--- config.mk ---
export PLATFORM = sky130hd
export DESIGN_NAME = evc_counter
export DESIGN_NICKNAME = d
export VERILOG_FILES = /design/src/include/evc_pkg.sv /design/src/rtl/evc_edge_detect.sv /design/src/rtl/evc_counter.sv
export SDC_FILE = /design/constraint.sdc
export NUM_CORES = 1
export LEC_CHECK = 0
export BUFFER_PORTS_ARGS = -buffer_cell sky130_fd_sc_hd__clkbuf_2
export CORE_MARGIN = 3
export CORE_UTILIZATION = 59
export DETAILED_ROUTE_END_ITERATION = 8
export GPL_ROUTABILITY_DRIVEN = 0
export GPL_TIMING_DRIVEN = 0
export PLACE_DENSITY = 0.87
export SYNTH_ARGS = -nofsm -noshare
export SYNTH_HDL_FRONTEND = slang
export SYNTH_SLANG_ARGS = --single-unit
--- constraint.sdc ---
create_clock -name ref_clk -period 7.1 [get_ports ref_clk]
set_input_delay 2.13 -clock ref_clk [delete_from_list [all_inputs] [get_ports ref_clk]]
set_output_delay 2.13 -clock ref_clk [all_outputs]
set_load 0.01 [all_outputs]
--- src/include/evc_pkg.sv ---
// Shared types and constants of the event counter.
// Assumes one 40 MHz clock and event pulses that last one clock cycle.
`default_nettype none

package evc_pkg;

    // Clock period and microsecond tick derived from it.
    localparam int CLK_PERIOD_NS  = 25;
    localparam int TICK_PERIOD_NS = 1000;
    localparam int TICK_CYCLES    = (TICK_PERIOD_NS + CLK_PERIOD_NS - 1) / CLK_PERIOD_NS;

    // Default width of the count, the limit and the held value.
    localparam int COUNT_WIDTH_DEFAULT = 32;

    // Event and signal sources shared by the increment, start and clear selects.
    typedef enum logic [3:0] {
        SRC_OFF,
        SRC_EXPOSURE_BEGIN,
        SRC_EXPOSURE_FINISH,
        SRC_READOUT_BEGIN,
        SRC_READOUT_FINISH,
        SRC_FRAME_BEGIN,
        SRC_ACCEPTED_TRIGGER,
        SRC_REJECTED_TRIGGER,
        SRC_BURST_END,
        SRC_LINK_TRIGGER,
        SRC_INPUT_LINE_A,
        SRC_INPUT_LINE_B,
        SRC_MICROSECOND_TICK,
        SRC_TIMER_DONE,
        SRC_COUNTER_DONE
    } evc_source_type;

    // Number of four-bit source codes, used to size the pulse vector.
    localparam int SOURCE_COUNT = 16;

    // Edge qualification for input lines.
    typedef enum logic [1:0] {
        EDGE_RISING,
        EDGE_FALLING,
        EDGE_ANY
    } evc_edge_type;

    // Counter states as software sees them.
    typedef enum logic [1:0] {
        ST_IDLE,
        ST_WAIT_START,
        ST_ACTIVE,
        ST_COMPLETED
    } evc_state_type;

    // One-cycle event pulses from the acquisition logic and the timer.
    typedef struct packed {
        logic exposure_begin_event;
        logic exposure_finish_event;
        logic readout_begin_event;
        logic readout_finish_event;
        logic frame_begin_event;
        logic accepted_frame_trigger;
        logic rejected_frame_trigger;
        logic burst_end_event;
        logic timer_done_event;
    } evc_events_type;

    // Software settings of the counter.
    typedef struct packed {
        evc_source_type increment_source_select;
        evc_edge_type   increment_edge_select;
        evc_source_type start_source_select;
        evc_source_type clear_source_select;
    } evc_config_type;

endpackage

`default_nettype wire

--- src/rtl/evc_edge_detect.sv ---
// Edge qualifier for a group of level signals.
// Assumes the levels are already synchronous to ref_clk.
`timescale 1ns/100ps
`default_nettype none

module evc_edge_detect #(
    parameter int WIDTH = 3
) (
    input  wire logic                ref_clk,
    input  wire logic                sys_rst,
    input  wire logic [WIDTH-1:0]    level,
    input  wire evc_pkg::evc_edge_type edge_sel,
    output logic      [WIDTH-1:0]    qual_edge,
    output logic      [WIDTH-1:0]    any_edge
);

    // Refuse an empty group at elaboration.
    if (WIDTH < 1) begin : g_bad_width
        $error("evc_edge_detect: WIDTH must be at least one.");
    end

    logic [WIDTH-1:0] prev_reg;
    logic             primed_reg;

    // The first cycle after reset sees no edge, so a line high at reset does not count.
    always_ff @(posedge ref_clk) begin
        if (sys_rst) begin
            prev_reg   <= '0;
            primed_reg <= 1'b0;
        end else begin
            prev_reg   <= level;
            primed_reg <= 1'b1;
        end
    end

    // One pulse per qualifying edge, whatever the pulse width of the line.
    genvar i;
    generate
        for (i = 0; i < WIDTH; i++) begin : g_bit
            wire rise_w = primed_reg & level[i] & ~prev_reg[i];
            wire fall_w = primed_reg & ~level[i] & prev_reg[i];
            assign any_edge[i]  = rise_w | fall_w;
            assign qual_edge[i] = (edge_sel == evc_pkg::EDGE_RISING)  ? rise_w :
                                  (edge_sel == evc_pkg::EDGE_FALLING) ? fall_w :
                                  (edge_sel == evc_pkg::EDGE_ANY)     ? (rise_w | fall_w) :
                                  1'b0;
        end
    endgenerate
endmodule // evc_edge_detect

`default_nettype wire

--- src/rtl/evc_counter.sv ---
// Event counter with selectable increment, start and clear sources.
// Assumes event inputs are one-cycle pulses and lines are synchronous to ref_clk.
`timescale 1ns/100ps
`default_nettype none

module evc_counter #(
    parameter int COUNT_WIDTH = evc_pkg::COUNT_WIDTH_DEFAULT
) (
    input  wire logic                     ref_clk,
    input  wire logic                     sys_rst,
    input  wire evc_pkg::evc_events_type  events,
    input  wire logic                     link_trigger_in,
    input  wire logic                     input_line_a,
    input  wire logic                     input_line_b,
    input  wire evc_pkg::evc_config_type  config_in,
    input  wire logic [COUNT_WIDTH-1:0]   count_limit,
    input  wire logic                     clear_command,
    output logic      [COUNT_WIDTH-1:0]   count_value,
    output logic      [COUNT_WIDTH-1:0]   value_at_clear,
    output logic                          count_done_event,
    output evc_pkg::evc_state_type        counter_status
);

    // Refuse widths that the count logic cannot serve.
    if (COUNT_WIDTH < 2 || COUNT_WIDTH > 32) begin : g_bad_width
        $error("evc_counter: COUNT_WIDTH must lie between 2 and 32.");
    end

    localparam int TICK_W = $clog2(evc_pkg::TICK_CYCLES);
    localparam logic [TICK_W-1:0] TICK_LAST = TICK_W'(evc_pkg::TICK_CYCLES - 1);

    evc_pkg::evc_state_type   state_reg;
    evc_pkg::evc_state_type   state_next;
    logic [COUNT_WIDTH-1:0]   count_reg;
    logic [COUNT_WIDTH-1:0]   count_next;
    logic [COUNT_WIDTH-1:0]   held_reg;
    logic                     done_reg;
    logic                     done_next;
    logic [TICK_W-1:0]        tick_cnt_reg;
    logic                     tick_reg;

    // Microsecond tick: one pulse every TICK_CYCLES clocks.
    always_ff @(posedge ref_clk) begin
        if (sys_rst) begin
            tick_cnt_reg <= '0;
            tick_reg     <= 1'b0;
        end else begin
            tick_cnt_reg <= (tick_cnt_reg == TICK_LAST) ? '0 : tick_cnt_reg + TICK_W'(1);
            tick_reg     <= (tick_cnt_reg == TICK_LAST);
        end
    end

    // Edge detection on the lines and the link trigger.
    logic [2:0] line_levels_w;
    logic [2:0] qual_edge_w;
    logic [2:0] any_edge_w;

    assign line_levels_w = {link_trigger_in, input_line_b, input_line_a};

    evc_edge_detect #(
        .WIDTH (3)
    ) u_edges (
        .ref_clk   (ref_clk),
        .sys_rst   (sys_rst),
        .level     (line_levels_w),
        .edge_sel  (config_in.increment_edge_select),
        .qual_edge (qual_edge_w),
        .any_edge  (any_edge_w)
    );

    // Pulse vector indexed by source code; the off code never fires.
    logic [evc_pkg::SOURCE_COUNT-1:0] src_pulse_w;

    assign src_pulse_w[evc_pkg::SRC_OFF]              = 1'b0;
    assign src_pulse_w[evc_pkg::SRC_EXPOSURE_BEGIN]   = events.exposure_begin_event;
    assign src_pulse_w[evc_pkg::SRC_EXPOSURE_FINISH]  = events.exposure_finish_event;
    assign src_pulse_w[evc_pkg::SRC_READOUT_BEGIN]    = events.readout_begin_event;
    assign src_pulse_w[evc_pkg::SRC_READOUT_FINISH]   = events.readout_finish_event;
    assign src_pulse_w[evc_pkg::SRC_FRAME_BEGIN]      = events.frame_begin_event;
    assign src_pulse_w[evc_pkg::SRC_ACCEPTED_TRIGGER] = events.accepted_frame_trigger;
    assign src_pulse_w[evc_pkg::SRC_REJECTED_TRIGGER] = events.rejected_frame_trigger;
    assign src_pulse_w[evc_pkg::SRC_BURST_END]        = events.burst_end_event;
    assign src_pulse_w[evc_pkg::SRC_LINK_TRIGGER]     = any_edge_w[2];
    assign src_pulse_w[evc_pkg::SRC_INPUT_LINE_A]     = qual_edge_w[0];
    assign src_pulse_w[evc_pkg::SRC_INPUT_LINE_B]     = qual_edge_w[1];
    assign src_pulse_w[evc_pkg::SRC_MICROSECOND_TICK] = tick_reg;
    assign src_pulse_w[evc_pkg::SRC_TIMER_DONE]       = events.timer_done_event;
    assign src_pulse_w[evc_pkg::SRC_COUNTER_DONE]     = done_reg;
    assign src_pulse_w[15]                            = 1'b0;

    // Selection of the three event streams.
    wire inc_src_ok_w = (config_in.increment_source_select != evc_pkg::SRC_COUNTER_DONE);
    wire inc_hit_w    = inc_src_ok_w & src_pulse_w[config_in.increment_source_select];
    wire start_hit_w  = src_pulse_w[config_in.start_source_select];
    wire clear_hit_w  = clear_command | src_pulse_w[config_in.clear_source_select];
    wire start_off_w  = (config_in.start_source_select == evc_pkg::SRC_OFF);

    // Next count, saturating at the top of the range.
    wire [COUNT_WIDTH-1:0] count_inc_w = count_reg + COUNT_WIDTH'(1);
    wire                   count_max_w = &count_reg;
    wire                   limit_hit_w = (count_inc_w == count_limit);

    // Counter state machine; a clear wins over a start and an increment.
    always_comb begin
        state_next = state_reg;
        count_next = count_reg;
        done_next  = 1'b0;
        if (clear_hit_w) begin
            count_next = '0;
            state_next = start_off_w ? evc_pkg::ST_IDLE : evc_pkg::ST_WAIT_START;
        end else begin
            unique case (state_reg)
                evc_pkg::ST_IDLE: begin
                    if (!start_off_w) begin
                        state_next = evc_pkg::ST_WAIT_START;
                    end
                end
                evc_pkg::ST_WAIT_START, evc_pkg::ST_COMPLETED: begin
                    if (start_off_w) begin
                        state_next = evc_pkg::ST_IDLE;
                    end else if (start_hit_w) begin
                        count_next = '0;
                        state_next = evc_pkg::ST_ACTIVE;
                    end
                end
                evc_pkg::ST_ACTIVE: begin
                    if (start_off_w) begin
                        state_next = evc_pkg::ST_IDLE;
                    end else if (inc_hit_w && !count_max_w) begin
                        count_next = count_inc_w;
                        if (limit_hit_w) begin
                            done_next  = 1'b1;
                            state_next = evc_pkg::ST_COMPLETED;
                        end
                    end
                end
            endcase
        end
    end

    // State, count, done pulse and the value caught at each clear.
    always_ff @(posedge ref_clk) begin
        if (sys_rst) begin
            state_reg <= evc_pkg::ST_IDLE;
            count_reg <= '0;
            held_reg  <= '0;
            done_reg  <= 1'b0;
        end else begin
            state_reg <= state_next;
            count_reg <= count_next;
            done_reg  <= done_next;
            if (clear_hit_w) begin
                held_reg <= count_reg;
            end
        end
    end

    assign count_value      = count_reg;
    assign value_at_clear   = held_reg;
    assign count_done_event = done_reg;
    assign counter_status   = state_reg;
endmodule // evc_counter

`default_nettype wire

==> reports/results.tsv <==
stage	metric	value	unit
place	pre-CTS setup slack	1.88	ns
logic_synthesis	library cells used by synthesis	75	
grt	Overflow after GRT	0	
logic_synthesis	Syn Inst Count	634	
drt	Via Count	5819	
drt	post-route DRC violation count	0	
worst_setup_path	cell mode on critical path	clkbuf_1	
timing	Final min period	5.08	ns
logic_synthesis	number of synthesized flops with an enable pin	0	
place	DP HPWL	12.5	mm
clock_network	setup bufs post-CTS	0	
worst_setup_path	crit path cell chain	clkbuf_1, nand2_1, a211o_1, o211a_1, a311oi_1, and3_1, clkbuf_1, nor3b_2, clkbuf_1, a41oi_1, a311oi_1	
clock_network	cts hold-fix bufs	0	
power_and_ir_drop	Internal	748	uW
finish	layout cells sized above 1	24.4	%
grt	first-pass GRT wire length	26.3	mm
timing	Least-Margin Pin Slew	1.11	ns
timing	Relative slew margins	25.5	%
worst_setup_path	WS Path Type	in2reg	
clock_network	H-tree depth	3	
clock_network	clk sinks	78	
power_and_ir_drop	Leak	0.00274	uW
drt	First-pass DRT Iterations	6	
worst_setup_path	worst-path fanout max	10	
place	Port Buf Inserts	122	
clock_network	clock root buffer	clkbuf_8	
logic_synthesis	Seq cells post-synth	78	
floorplanning	Std-Cell Rows	34	
drt	Avg WL per Cell	19.1	microns
logic_synthesis	predominant post-synthesis flop cell	dfxtp_1	
grt	GRT Overall Usage	32.0	%
finish	most common cell after layout, fill and taps aside	clkbuf_2	
floorplanning	overall die height	101	microns
hold_path	Worst Hold Class	reg2reg	
floorplanning	die outline area	10200	sq um
floorplanning	io pins	128	
drt	Antenna Nets Post-Route	0	
drt	Total Wirelength	16.8	mm
grt	maximum number of pins on one net before global-route repair	14	
power_and_ir_drop	switching portion of total power	25.0	%
clock_network	Clock Latency Late Sink	0.36	ns
timing	fin crit share	71.6	%
power_and_ir_drop	combinational share of power	13.3	%
worst_setup_path	crit path DAT	5.33	ns
floorplanning	Core ar.	8760	sq um
clock_network	TritonCTS clock tree	yes	
timing	Final setup viols	0	
clock_network	Clock Path Buffers	2	
drt	drt via density	6.61	
logic_synthesis	Syn Area/Cell	8.42	sq um
timing	RSZ-0062 raised after global routing	false	
power_and_ir_drop	Clk pwr share	42.2	%
logic_synthesis	Post-synth ARST share	0	%
finish	commonest cells after routing, fill and taps aside	clkbuf_2, dfxtp_1, nor2_1, mux2i_1, nand2_1	
outcome	outcome	finished clean	
grt	vias in the first global route	5365	
grt	initial antenna violation count	0	
logic_synthesis	YS warnings	0	
floorplanning	Die Width	101	microns
drt	Starting DRT DRC Count	648	
finish	utilization after layout	72.4	%
flow_run	Max Cap Viol	0	
timing	max-slew violation count	0	
finish	final net count	830	
worst_setup_path	Crit path required time	7.35	ns
timing	setup ws final	2.02	ns
worst_setup_path	crit path launch type	input port	
timing	final setup TNS	0	ns
clock_network	Clock Pin Slew Worst Setup and Hold Paths	0.08	ns
logic_synthesis	Cell Area, Synth	5340	sq um
power_and_ir_drop	switching pwr	249	uW
floorplanning	Initial Util	60.9	%
finish	area grow syn2layout	18.7	%
timing	worst clock skew	0.0120	ns
power_and_ir_drop	sequential power share	44.5	%
clock_network	clock buffer count from CTS	9	
timing	final hold viol count	0	
power_and_ir_drop	PwrDens	157	nW/um^2
clock_network	CTS resizes	0	
power_and_ir_drop	VDD IR max	0.125	mV
logic_synthesis	Seq/Total Area, Yosys	29.2	%
worst_setup_path	Crit. End Element	register	
worst_setup_path	Max stage delay on crit path	0.57	ns
worst_setup_path	CP max stage cell	clkbuf_1	
logic_synthesis	Synthesized Nets	697	
timing	fmax	0.197	GHz
finish	Antenna Cells	0	
## cell families (layout without fill, tap and decap cells)
group / after synthesis / count (layout) / share of synthesized area, %
buf+inv: 63 / 201 / 6.94
mux: 49 / 49 / 10.0
fa+ha+maj: 2 / 2 / 0.469
simple gates: 260 / 260 / 27.1
compound gates: 133 / 133 / 17.9
flops: 78 / 78 / 29.2
xor+xnor: 49 / 49 / 8.32
## cells in the mapped netlist (3+ instances only)
master	n	area, sq um
a21oi_1	22	110
a41oi_1	8	70.1
o211a_1	4	40.0
nor4_1	11	68.8
and2_1	3	18.8
and3_1	24	150
a211oi_1	7	52.6
nor3_1	20	100
mux2i_1	41	410
nand3_1	26	130
a2111oi_0	4	35.0
and4_1	5	43.8
a21o_1	7	52.6
dfxtp_1	78	1560
xor2_1	21	184
a311oi_1	14	123
nand2_1	29	109
xnor2_1	27	236
nor2b_1	14	87.6
o22ai_1	4	25.0
inv_1	10	37.5
mux4_2	3	67.6
mux2_2	5	56.3
buf_1	5	18.8
o211ai_1	13	97.6
o21a_1	6	45.0
nand4_1	11	68.8
clkbuf_1	24	90.1
o21ai_0	17	85.1
nand4b_1	5	43.8
clkbuf_8	6	82.6
a31oi_1	7	43.8
buf_4	7	52.6
buf_2	9	45.0
nand2b_1	7	43.8
nor3b_1	4	30.0
nor2_1	71	267
a221oi_1	3	26.3
or3_1	3	18.8
## critical path, delay by kind of cell
kind	cells	cell delay, ns
AOI/OAI and AO/OA	5	1.47
buffers and inverters	3	1.06
and+or+nand+nor	3	0.65
## path summary, 6_finish.rpt
kind / startpoint / depth (start not counted) / to / slack, ns
worst max-delay path: config_in[11] / 11 / count_value[11]$_SDFFE_PP0P_ / 2.02
worst min register to register: tick_cnt_reg[0]$_SDFF_PP0_ / 1 / tick_cnt_reg[0]$_SDFF_PP0_ / 0.44
worst max register to register: count_value[1]$_SDFFE_PP0P_ / 12 / count_value[11]$_SDFFE_PP0P_ / 3.43
worst min-delay path: tick_cnt_reg[0]$_SDFF_PP0_ / 1 / tick_cnt_reg[0]$_SDFF_PP0_ / 0.44
## per-stage QoR
stage / power, uW / hold slack [ns] / std cells / area, sq um
floorplan: 533 / 0.412 / 634 / 5340
global placement: 576 / 0.423 / 864 / 6090
detailed placement: 581 / 0.429 / 864 / 6090
CTS: 996 / 0.440 / 880 / 6340
global route: 1020 / 0.472 / 880 / 6340
finish: 997 / 0.441 / 880 / 6340
## area by class of cell
type	count	area, sq um
timing repair buffer	122	611
clock buffer	11	151
buffer	53	333
multi-input combinational	493	3410
tap	108	135
sequential	78	1560
fill	690	2420
inverter	10	37.5
clock inverter	5	104
## power by group through the flow
stage | combinational (uW) | clock [uW] | sequential [uW]
after floorplan | 79.8 | 0 | 453
after global placement | 123 | 0 | 453
after detailed placement | 128 | 0 | 454
after CTS | 129 | 424 | 443
after global routing | 141 | 440 | 444
final | 133 | 421 | 443
## metal layers
| layer | GRT usage (%) | vias up | wire, microns |
|---|---|---|---|
| li1 | - | 2620 | - |
| met1 | 40.3 | 2658 | 6370 |
| met2 | 52.1 | 450 | 7760 |
| met3 | 6.54 | 91 | 1870 |
| met4 | 16.1 | 0 | 804 |
| met5 | 0 | - | 0 |
(Power assumes the default switching activity.)
